[config.mk]
export PLATFORM = sky130hd
export DESIGN_NAME = aop_alarm_out
export DESIGN_NICKNAME = d
export VERILOG_FILES = /design/src/hdl/aop_pkg.sv /design/src/hdl/aop_alarm_out.sv
export SDC_FILE = /design/constraint.sdc
export NUM_CORES = 1
export LEC_CHECK = 0
export ABC_AREA = 1
export BUFFER_PORTS_ARGS = -buffer_cell sky130_fd_sc_hd__buf_2
export CAP_MARGIN = 20
export CORE_UTILIZATION = 55
export CTS_CLUSTER_SIZE = 30
export DETAILED_ROUTE_END_ITERATION = 16
export PLACE_DENSITY = 0.82
export SKIP_LAST_GASP = 1
export SLEW_MARGIN = 5
export SYNTH_ARGS = -nofsm -noshare
export SYNTH_HDL_FRONTEND = slang
export SYNTH_SLANG_ARGS = --single-unit
[constraint.sdc]
create_clock -name clk -period 5.4 [get_ports clk]
set_input_delay 1.62 -clock clk [delete_from_list [all_inputs] [get_ports clk]]
set_output_delay 1.62 -clock clk [all_outputs]
set_load 0.01 [all_outputs]
[src/hdl/aop_pkg.sv]
package aop_pkg;
	// ****************************************
	// geometry
	// ****************************************
	localparam int NUM_LINES = 4;
	localparam int PORT_W = 8;
	localparam int COUNT_W = 26;
	localparam int ADDR_W = 5;
	localparam int DATA_W = 32;
	localparam int NUM_SRC = 3;

	// ****************************************
	// register byte offsets
	// ****************************************
	localparam logic [ADDR_W-1:0] OFS_CTRL = 5'h00;
	localparam logic [ADDR_W-1:0] OFS_CLEAR = 5'h04;
	localparam logic [ADDR_W-1:0] OFS_STATUS = 5'h08;
	localparam logic [ADDR_W-1:0] OFS_DIN_LO = 5'h0C;
	localparam logic [ADDR_W-1:0] OFS_DIN_HI = 5'h10;
	localparam logic [ADDR_W-1:0] OFS_CNT_CFG = 5'h14;
	localparam logic [ADDR_W-1:0] OFS_CNT_LIMIT = 5'h18;

	// ****************************************
	// field positions
	// ****************************************
	localparam int CTRL_TRACK_BIT = 0;
	localparam int CTRL_POL_HIGH_BIT = 1;
	localparam int CLEAR_ALL_BIT = 4;
	localparam int CMP_REF_LSB = 0;
	localparam int CMP_MASK_LSB = 8;
	localparam int CMP_MISMATCH_BIT = 16;
	localparam int CMP_ENABLE_BIT = 17;
	localparam int CMP_NUM_LSB = 18;
	localparam int CMP_ASSIGNED_BIT = 20;
	localparam int CNT_ENABLE_BIT = 0;
	localparam int CNT_NUM_LSB = 1;
	localparam int CNT_ASSIGNED_BIT = 3;
	localparam int STAT_STATE_LSB = 0;
	localparam int STAT_COND_LSB = 4;
	localparam int STAT_PIN_LSB = 8;
	localparam int STAT_SRC_LSB = 12;
	localparam int STAT_DIN_LSB = 16;

	// ****************************************
	// reset values
	// ****************************************
	localparam logic RST_TRACK = 1'b0;
	localparam logic RST_POL_HIGH = 1'b0;
	localparam logic [1:0] DEFAULT_LINE = 2'h0;

	typedef struct packed {
		logic assigned;
		logic [1:0] line_num;
		logic enable;
		logic mismatch_alarm;
		logic [PORT_W-1:0] compare_care_mask;
		logic [PORT_W-1:0] compare_reference_byte;
	} aop_cmp_cfg_t;

	typedef struct packed {
		logic assigned;
		logic [1:0] line_num;
		logic enable;
		logic [COUNT_W-1:0] upper_limit;
	} aop_cnt_cfg_t;

	// one bit per source: 0 lower byte, 1 upper byte, 2 counter
	typedef struct packed {
		logic [NUM_SRC-1:0] src;
		logic [NUM_SRC*2-1:0] line_num;
	} aop_event_t;

	localparam aop_cmp_cfg_t RST_CMP_CFG = '0;
	localparam aop_cnt_cfg_t RST_CNT_CFG = '0;
endpackage : aop_pkg

[src/hdl/aop_alarm_out.sv]
// Design decisions made here: the address map and register access over Avalon-MM.
`timescale 1ns/1ps
// Contract
// four alarm lines, each the OR of alarms on channels assigned to it
// one hold or follow mode shared by all four lines
// hold mode: set on first alarm, kept until clear, new scan or power-up
// follow mode: asserted only while a reading is beyond its limit
// follow mode: new scan also clears the lines
// clear one line or all lines anytime; reading memory untouched
// shared polarity: active-low or active-high for all four lines
// factory reset clears lines, polarity back to active-low, queue kept
// polarity change may toggle line levels immediately
// port XOR reference, AND mask; match alarms on zero, mismatch on nonzero
// zero mask bits make the port bit a don't-care
// each bit zero, one or don't-care; change or exact pattern alarm
// counter alarms when count reaches enabled upper limit
// digital and counter alarms evaluated continuously once enabled
// digital and counter alarms go to reading memory only during scan
// new scan clears reading memory, keeps queued digital/counter alarms
// s01 lower input byte, s02 upper input byte, s03 counter
// compare alarm evaluated only after its check is enabled
// unassigned channel reports on alarm line one
// queue entry only on crossing into alarm, not while outside or on return
// polarity applied after the hold or follow logic
module aop_alarm_out (
	input wire logic clk,
	input wire logic rst,
	input wire logic [aop_pkg::ADDR_W-1:0] avs_address,
	input wire logic avs_read,
	input wire logic avs_write,
	input wire logic [aop_pkg::DATA_W-1:0] avs_writedata,
	input wire logic [3:0] avs_byteenable,
	output logic [aop_pkg::DATA_W-1:0] avs_readdata,
	output logic avs_waitrequest,
	input wire logic factory_reset,
	input wire logic scan_start,
	input wire logic scan_running,
	input wire logic [aop_pkg::NUM_LINES-1:0] meas_alarm_cond,
	input wire logic [aop_pkg::PORT_W-1:0] din_lo_pin,
	input wire logic [aop_pkg::PORT_W-1:0] din_hi_pin,
	input wire logic [aop_pkg::COUNT_W-1:0] count_value,
	output logic [aop_pkg::NUM_LINES-1:0] alarm_out,
	output logic queue_push,
	output aop_pkg::aop_event_t queue_entry,
	output logic mem_push,
	output aop_pkg::aop_event_t mem_entry,
	output logic mem_clear
);
	import aop_pkg::*;

	// ****************************************
	// bus slave
	// ****************************************
	logic ack_reg;
	logic wr_en;
	logic [DATA_W-1:0] readdata_reg;
	logic [DATA_W-1:0] read_mux;
	localparam int CMP_W = $bits(aop_cmp_cfg_t);

	// one wait cycle: answer at the second edge of the request
	assign avs_waitrequest = (avs_read | avs_write) & ~ack_reg;
	assign wr_en = avs_write & ack_reg;
	assign avs_readdata = readdata_reg;

	always_ff @(posedge clk) begin
		if (rst) begin
			ack_reg <= 1'b0;
		end else begin
			ack_reg <= (avs_read | avs_write) & ~ack_reg;
		end
	end

	function automatic logic [DATA_W-1:0] merge_bytes(
		input logic [DATA_W-1:0] old_v,
		input logic [DATA_W-1:0] new_v,
		input logic [3:0] be
	);
		logic [DATA_W-1:0] r;
		r = old_v;
		for (int b = 0; b < 4; b++) begin
			if (be[b]) begin
				r[b*8 +: 8] = new_v[b*8 +: 8];
			end
		end
		return r;
	endfunction : merge_bytes

	// ****************************************
	// configuration registers
	// ****************************************
	logic track_mode_reg;
	logic pol_high_reg;
	aop_cmp_cfg_t cmp_cfg_reg [2];
	aop_cnt_cfg_t cnt_cfg_reg;
	logic [NUM_LINES-1:0] clear_pulse;

	always_ff @(posedge clk) begin
		if (rst) begin
			track_mode_reg <= RST_TRACK;
			pol_high_reg <= RST_POL_HIGH;
		end else if (factory_reset) begin
			// polarity to active-low
			pol_high_reg <= RST_POL_HIGH;
		end else if (wr_en && avs_address == OFS_CTRL && avs_byteenable[0]) begin
			// single shared mode
			track_mode_reg <= avs_writedata[CTRL_TRACK_BIT];
			// no glitch suppression on polarity change
			pol_high_reg <= avs_writedata[CTRL_POL_HIGH_BIT];
		end
	end

	always_ff @(posedge clk) begin
		if (rst) begin
			cmp_cfg_reg[0] <= RST_CMP_CFG;
			cmp_cfg_reg[1] <= RST_CMP_CFG;
			cnt_cfg_reg <= RST_CNT_CFG;
		end else if (wr_en) begin
			case (avs_address)
				OFS_DIN_LO: begin
					cmp_cfg_reg[0] <= CMP_W'(merge_bytes(DATA_W'(cmp_cfg_reg[0]), avs_writedata,
						avs_byteenable));
				end
				OFS_DIN_HI: begin
					cmp_cfg_reg[1] <= CMP_W'(merge_bytes(DATA_W'(cmp_cfg_reg[1]), avs_writedata,
						avs_byteenable));
				end
				OFS_CNT_CFG: begin
					if (avs_byteenable[0]) begin
						cnt_cfg_reg.enable <= avs_writedata[CNT_ENABLE_BIT];
						cnt_cfg_reg.line_num <= avs_writedata[CNT_NUM_LSB +: 2];
						cnt_cfg_reg.assigned <= avs_writedata[CNT_ASSIGNED_BIT];
					end
				end
				OFS_CNT_LIMIT: begin
					cnt_cfg_reg.upper_limit <= COUNT_W'(merge_bytes(
						DATA_W'(cnt_cfg_reg.upper_limit), avs_writedata, avs_byteenable));
				end
				default: begin
				end
			endcase
		end
	end

	// write-one-to-clear, one line or all
	always_comb begin
		clear_pulse = '0;
		if (wr_en && avs_address == OFS_CLEAR && avs_byteenable[0]) begin
			clear_pulse = avs_writedata[NUM_LINES-1:0];
			if (avs_writedata[CLEAR_ALL_BIT]) begin
				clear_pulse = '1;
			end
		end
	end

	// ****************************************
	// digital input synchronisers
	// ****************************************
	logic [2*PORT_W-1:0] din_raw;
	logic [2*PORT_W-1:0] sync1_reg;
	logic [2*PORT_W-1:0] sync2_reg;
	logic [2*PORT_W-1:0] sync3_reg;
	logic [2*PORT_W-1:0] din_reg;

	// low half is s01, high half is s02
	assign din_raw = {din_hi_pin, din_lo_pin};

	genvar gb;
	generate
		for (gb = 0; gb < 2*PORT_W; gb++) begin : g_sync
			always_ff @(posedge clk) begin
				if (rst) begin
					sync1_reg[gb] <= 1'b0;
					sync2_reg[gb] <= 1'b0;
					sync3_reg[gb] <= 1'b0;
					din_reg[gb] <= 1'b0;
				end else begin
					sync1_reg[gb] <= din_raw[gb];
					sync2_reg[gb] <= sync1_reg[gb];
					sync3_reg[gb] <= sync2_reg[gb];
					// accept a change only once two stages agree
					if (sync2_reg[gb] == sync3_reg[gb]) begin
						din_reg[gb] <= sync3_reg[gb];
					end
				end
			end
		end
	endgenerate

	// ****************************************
	// source alarm evaluation
	// ****************************************
	logic [NUM_SRC-1:0] src_cond;
	logic [NUM_SRC-1:0] src_cond_reg;
	logic [NUM_SRC-1:0] src_rise;
	logic [NUM_SRC*2-1:0] src_line;

	genvar gp;
	generate
		for (gp = 0; gp < 2; gp++) begin : g_cmp
			logic [PORT_W-1:0] diff;
			// xor with reference, and with mask
			// zero mask bits drop out of the compare
			assign diff = (din_reg[gp*PORT_W +: PORT_W] ^ cmp_cfg_reg[gp].compare_reference_byte)
				& cmp_cfg_reg[gp].compare_care_mask;
			// mismatch covers bit changes, match an exact pattern
			// disabled compare never alarms
			// evaluated regardless of scan state
			assign src_cond[gp] = cmp_cfg_reg[gp].enable &
				(cmp_cfg_reg[gp].mismatch_alarm ? (diff != '0) : (diff == '0));
			// unassigned goes to line one
			assign src_line[gp*2 +: 2] = cmp_cfg_reg[gp].assigned ?
				cmp_cfg_reg[gp].line_num : DEFAULT_LINE;
		end
	endgenerate

	// reaching the limit, once the check is on
	assign src_cond[2] = cnt_cfg_reg.enable & (count_value >= cnt_cfg_reg.upper_limit);
	// unassigned goes to line one
	assign src_line[5:4] = cnt_cfg_reg.assigned ? cnt_cfg_reg.line_num : DEFAULT_LINE;

	always_ff @(posedge clk) begin
		if (rst) begin
			src_cond_reg <= '0;
		end else begin
			src_cond_reg <= src_cond;
		end
	end

	// only the crossing counts as an event
	assign src_rise = src_cond & ~src_cond_reg;

	// ****************************************
	// queue and reading memory ports
	// ****************************************
	always_ff @(posedge clk) begin
		if (rst) begin
			queue_push <= 1'b0;
			queue_entry <= '0;
		end else begin
			// log on crossing only
			queue_push <= |src_rise;
			if (|src_rise) begin
				queue_entry.src <= src_rise;
				queue_entry.line_num <= src_line;
			end
		end
	end

	always_ff @(posedge clk) begin
		if (rst) begin
			mem_push <= 1'b0;
			mem_entry <= '0;
			mem_clear <= 1'b0;
		end else begin
			// scan start wipes reading memory, the queue has no clear here
			mem_clear <= scan_start;
			// memory sees these alarms only while scanning
			mem_push <= (|src_rise) & scan_running;
			if ((|src_rise) & scan_running) begin
				mem_entry.src <= src_rise;
				mem_entry.line_num <= src_line;
			end
		end
	end

	// ****************************************
	// per-line hold and follow
	// ****************************************
	logic [NUM_LINES-1:0] line_cond;
	logic [NUM_LINES-1:0] line_cond_reg;
	logic [NUM_LINES-1:0] state_reg;

	genvar gl;
	generate
		for (gl = 0; gl < NUM_LINES; gl++) begin : g_line
			logic [NUM_SRC-1:0] hit;
			logic line_rise;
			logic line_clear;
			for (genvar gs = 0; gs < NUM_SRC; gs++) begin : g_hit
				assign hit[gs] = src_cond[gs] & (src_line[gs*2 +: 2] == 2'(gl));
			end
			// OR across every channel on this line
			assign line_cond[gl] = meas_alarm_cond[gl] | (|hit);
			assign line_rise = line_cond[gl] & ~line_cond_reg[gl];
			// scan start clears in both modes
			// manual clear leaves memory alone
			// factory reset clears the line
			assign line_clear = clear_pulse[gl] | scan_start | factory_reset;

			always_ff @(posedge clk) begin
				if (rst) begin
					line_cond_reg[gl] <= 1'b0;
				end else begin
					line_cond_reg[gl] <= line_cond[gl];
				end
			end

			// a new crossing in the clear cycle is kept: set wins
			always_ff @(posedge clk) begin
				if (rst) begin
					state_reg[gl] <= 1'b0;
				end else if (line_rise) begin
					// latch on the first alarm
					state_reg[gl] <= 1'b1;
				end else if (line_clear) begin
					state_reg[gl] <= 1'b0;
				end else if (track_mode_reg && !line_cond[gl]) begin
					// follow mode drops once back in limits
					state_reg[gl] <= 1'b0;
				end
			end
		end
	endgenerate

	// ****************************************
	// output polarity
	// ****************************************
	always_ff @(posedge clk) begin
		if (rst) begin
			// idle level for active-low lines
			alarm_out <= '1;
		end else begin
			// shared polarity
			// inversion sits after the state, never inside it
			alarm_out <= pol_high_reg ? state_reg : ~state_reg;
		end
	end

	// ****************************************
	// read mux
	// ****************************************
	always_comb begin
		read_mux = '0;
		case (avs_address)
			OFS_CTRL: begin
				read_mux[CTRL_TRACK_BIT] = track_mode_reg;
				read_mux[CTRL_POL_HIGH_BIT] = pol_high_reg;
			end
			OFS_STATUS: begin
				read_mux[STAT_STATE_LSB +: NUM_LINES] = state_reg;
				read_mux[STAT_COND_LSB +: NUM_LINES] = line_cond;
				read_mux[STAT_PIN_LSB +: NUM_LINES] = alarm_out;
				read_mux[STAT_SRC_LSB +: NUM_SRC] = src_cond;
				read_mux[STAT_DIN_LSB +: 2*PORT_W] = din_reg;
			end
			OFS_DIN_LO: begin
				read_mux[$bits(aop_cmp_cfg_t)-1:0] = cmp_cfg_reg[0];
			end
			OFS_DIN_HI: begin
				read_mux[$bits(aop_cmp_cfg_t)-1:0] = cmp_cfg_reg[1];
			end
			OFS_CNT_CFG: begin
				read_mux[CNT_ENABLE_BIT] = cnt_cfg_reg.enable;
				read_mux[CNT_NUM_LSB +: 2] = cnt_cfg_reg.line_num;
				read_mux[CNT_ASSIGNED_BIT] = cnt_cfg_reg.assigned;
			end
			OFS_CNT_LIMIT: begin
				read_mux[COUNT_W-1:0] = cnt_cfg_reg.upper_limit;
			end
			default: begin
				read_mux = '0;
			end
		endcase
	end

	always_ff @(posedge clk) begin
		if (rst) begin
			readdata_reg <= '0;
		end else if (avs_read && !ack_reg) begin
			readdata_reg <= read_mux;
		end
	end
endmodule : aop_alarm_out

[Word level (Yosys, flattened, before mapping)]
Memory sizes are Yosys's and may differ from the RTL's.
Index checks and enable logic that the tools add are counted.
Cells by class
  order comparisons: 1
  equal/unequal tests: 31
  muxes and demuxes: 63
  bitwise operators: 50
  reductions and logical operators: 38
Operators with widths (count)
  8-bit 2-to-1 mux: 16
  11-bit case mux with 4 select lines: 1
  21-bit 2-to-1 mux: 2
  5-bit 2-to-1 mux: 8
  26-bit greater-or-equal comparator: 1
  1-bit 2-to-1 mux: 24
  1-bit bitwise AND: 22
  5-bit case mux with 4 select lines: 1
  8-bit bitwise AND: 2
  1-bit == test: 16
  8-bit zero test: 2
  8-bit nonzero test: 2
  8-bit bitwise XOR: 2
  5-bit == test, second input constant: 3
  1-bit OR: 15
  3-bit AND reduction: 5
  3-bit OR reduction: 5
  2-bit == test, second input constant: 6
  4-bit 2-to-1 mux: 3
  2-bit case mux with 6 select lines: 1
  3-bit nonzero test: 4
  5-bit by 4-bit == test with 1-bit output, second input constant: 2
  2-bit case mux with 5 select lines: 1
  5-bit case mux with 2 select lines: 1
  15 further kinds: 38
Storage, ports and cells
  bits in registers: 165
  RAM bits: 42
  input bits: 94
  output and inout bits: 58
  word-level logic and storage cells: 276
  memories: 1
Memories
  cmp_cfg_reg: words 2, bits a word 21, rd ports 2, clocked after memory_dff 0, write ports 2, RTL line aop_alarm_out.sv:93  | aop_cmp_cfg_t cmp_cfg_reg [2];

[Depth between registers and ports, before layout]
An unclocked memory read counts as a cell.
  depth in word-level cells: 14
  depth in mapped cells: 17
  gate-level depth less buffers: 17

[Worst setup path before layout]
OpenSTA, ideal clock, no wires.
  path type: input port to flip-flop
  start point: input port avs_address[4] in the netlist's numbering
  end point: memory cmp_cfg_reg[0][10] in the netlist's numbering (enable)
  library setup time: 384 ps
  arrival: 3280 ps
  required time: 5016 ps
  path slack: 1736 ps
  cell stages on the path: 5
  path buffers: 2
  cells stage by stage: clkbuf_2 nor4_4 clkbuf_1 nand3_1 o21ai_0
RTL lines
  start: declaration: RTL line aop_alarm_out.sv:28  | input wire logic [aop_pkg::ADDR_W-1:0] avs_address,
  end: declaration: RTL line aop_alarm_out.sv:93

[Worst setup path after layout]
  start point: input port avs_write
  end point: output port avs_waitrequest
Between the ends
  word-level cells in the longest chain between the ends: 2
Ends and longest elaborated chain
  start: declaration: RTL line aop_alarm_out.sv:30  | input wire logic avs_write,
  1-bit OR: RTL line aop_alarm_out.sv:61  | assign avs_waitrequest = (avs_read | avs_write) & ~ack_reg;
  1-bit bitwise AND: RTL line aop_alarm_out.sv:61
  end: declaration: RTL line aop_alarm_out.sv:34  | output logic avs_waitrequest,
No other way between the ends.

==> summary.md <==
| Metric | Value |
|---|---|
| Commonest cells after routing, fill and taps aside | 192 x nand2_1, 179 x inv_1, 165 x dfxtp_1 |
| Worst Max-Slew Pin Slew | between 1 and 1.5 ns |
| Ratio of cells with drive above 1 in the final layout | between 10% and 20% |
| Yosys top cell by area | dfxtp_1 |
| Commonest non-fill, non-tap cell in the layout | nand2_1 |
| Worst-skew pair later-pin latency | between 0.4 and 0.5 ns |
| Pre-antenna DRT Iters | 5 |
| Synth Area per Inst | between 8 and 9 um2 |
| CTS tree | built |
| RSZ-0062 raised after global routing | false |
| CP Launch Type | input pin |
| Sequential-to-total area share from yosys stat | about half |
| CTS root buffer | clkbuf_16 |
| Maximum VDD drop | 226 uV |
| Period minus WS final | 3.68 ns |
| Hold-fix buffers, CTS | 0 |
| Total CTS buffers | 21 |
| Tightest Hold Check Type | register to register |
| Cts repair resizes | 0 |
| Final ANT Viol Nets | 0 |
| Reg2Reg Setup Slack | approximately 2.9 ns |
| Vias in the first global route | just over 7000 |
| EDFF count, synth | between 40 and 50 |
| Fin area | 10400 um2 |
| Slew HR | between 20 and 30% |
| Number of flip-flops in the largest register | 42 |
| Vias per Instance | 5.45 |
| Clock Skews | about 0.0093 ns |
| Outcome | completed |
| Worst-path fanout max | 2 |
| P&R area growth vs syn | 17.9% |
| Prevailing post-synth register cell | dfxtp_1 |
| Routed wire length | 24500 um |
| GPL Wtd Cong | between 0.9 and 1 |
| First-pass GRT wire length | between 30000 and 40000 um |
| Largest cells by area after synthesis | dfxtp_1 38%, edfxtp_1 14%, nand2_1 8.2% |
| Worst path required time | approximately 3.8 ns |
| Sum of negative setup slack | 0 ns |
| DRC viols | 0 |
| Pin count of the biggest net entering global routing | slightly above 100 |
| Max clock buf depth | 3 |
| Core Region | 15400 um2 |
| F_max | approximately 270 MHz |
| Synth async-reset ratio | 0% |
| Hold path depth | 2 |
| Site row count | 45 |
| Power Dens Cells | 321 nW/um2 |
| TritonCTS Sinks | 207 |
| Post-layout net count | between 1000 and 1500 |
| HPWL after DPL | 17900 um |
| Fin crit share | 68.1% |
| Number of antenna violations at the first check in global routing | 0 |
| Ports | around 150 |
| Tot GR Track Use | ~30% |
| Syn Std Cell Area | 8800 um2 |
| Synth Warn # | 0 |
| Post-CTS Setup Repair Bufs | 0 |
| Via count | between 7000 and 8000 |
| Pins over their slew limit | 0 |
| CTS H-Tree Depth | 1 |
| Die Footprint | 16500 um2 |
| Worst-path clk slew | 0.06 ns |
| R2R Path Start | cnt_cfg_reg[9] |
| Worst Path Arrival | 2.06 ns |
| RR Endpoint | mem_entry[7] |
| Lkg Pwr | between 4 and 5 nW |
| Hold EP | sync2_reg[9] |
| Routed wire length per instance | approximately 17 um |
| Hold path start | sync1_reg[9] |
| Ant diodes | 0 |
| FF+latch count, synth | between 200 and 250 |
| Die height | around 130 um |
| Area of placed instances | 9710 um2 |
| Mapped Nets | 1213 |
| CP Class | input pin to output pin |
| Initial Util | between 50% and 60% |
| Synth cell types | 41 |
| MaxCap Viol Count | 0 |
| Final setup viols | 0 |
| Violation count after the first detailed-route iteration | 993 |
| Reg2reg path depth | 15 |
| IO Port Bufs | around 150 |
| Total grt overflow | 0 |
| Mapped Cells | around 1100 |
| Post-synth top area share | between 30% and 40% |
| Critical Path Sink Type | output pin |
| Fin. Hold Viols | 0 |
| Die width | 128 um |
-- Yosys cell counts (4+ instances only) --
cell type and count:
o21ai_0 75, nand3_1 36, edfxtp_1 42, nor2_2 7, nand3_2 4, a211oi_1 16, o221ai_1 5, a221oi_1 4
a21oi_1 103, buf_1 4, clkbuf_1 30, o2111ai_1 11, inv_1 179, ha_1 26, dfxtp_1 165, inv_2 7
a31oi_1 8, a21oi_2 4, nand4_1 8, nand2_1 192, o22ai_1 6, nor2_1 130
-- worst max path at each step --
stage / from / to / slack (ns) / depth (start not counted)
2_1_floorplan: avs_address[4] / cmp_cfg_reg[0][10] / 1.74 / 5
3_3_place_gp: avs_address[1] / cmp_cfg_reg[0][31] / 1.65 / 9
3_5_place_dp: count_value[9] / mem_entry[7] / 1.62 / 15
4_1_cts: avs_write / avs_waitrequest / 1.72 / 4
5_1_grt: avs_write / avs_waitrequest / 1.66 / 4
6_report: avs_write / avs_waitrequest / 1.72 / 4
-- area by class of cell --
| type | instances | area (um2) |
|---|---|---|
| Timing Repair Buffer | 156 | 811 |
| Fill cell | 1328 | 5050 |
| Tap cell | 211 | 264 |
| Sequential cell | 207 | 4560 |
| Clock buffer | 33 | 622 |
| Multi-Input combinational cell | 660 | 3370 |
| Clock inverter | 4 | 45.0 |
| Inverter | 187 | 702 |
-- layer usage --
metal | track usage, % | share of wire [%] | vias to the layer above
met5 | 0 | 0 | -
met4 | 11.5 | 3.3 | 0
met3 | 4.86 | 11 | 57
met2 | 48.0 | 45 | 456
li1 | - | - | 3824
met1 | 40.2 | 41 | 3604
-- through the flow --
stage | util [%] | cells | power, mW | worst slack, ns | hold slack, ns
2_1_floorplan | - | 1093 | 1.83 | 1.74 | 0.388
3_3_place_gp | 62.9 | 1421 | 1.94 | 1.65 | 0.389
3_5_place_dp | 62.9 | 1421 | 1.94 | 1.62 | 0.393
4_1_cts | 67.2 | 1458 | 3.33 | 1.72 | 0.402
5_1_grt | 67.2 | 1458 | 3.44 | 1.66 | 0.417
6_report | 67.2 | 1458 | 3.33 | 1.72 | 0.401
-- worst max-delay path, cell delays in order --
cell	delay [ns]
buf_2	0.11
nor2_1	0.13
nor2_1	0.06
buf_2	0.14
-- kinds of logic (layout without fill, tap and decap cells) --
group	Yosys count	count (layout)	share of synthesized area, %
adders and majority gates	26	26	3.70
DFF	207	207	51.9
AOI/OAI and AO/OA	242	242	15.7
buffers and inverters	226	380	9.88
and+or+nand+nor	392	392	18.8
-- where the power goes --
part           internal, mW  switching (mW)
Sequential             1.63          0.0336
Clock                 0.837           0.574
Combinational        0.0907           0.165
Total                  2.56           0.772
Power figures use the tool's default switching activity.
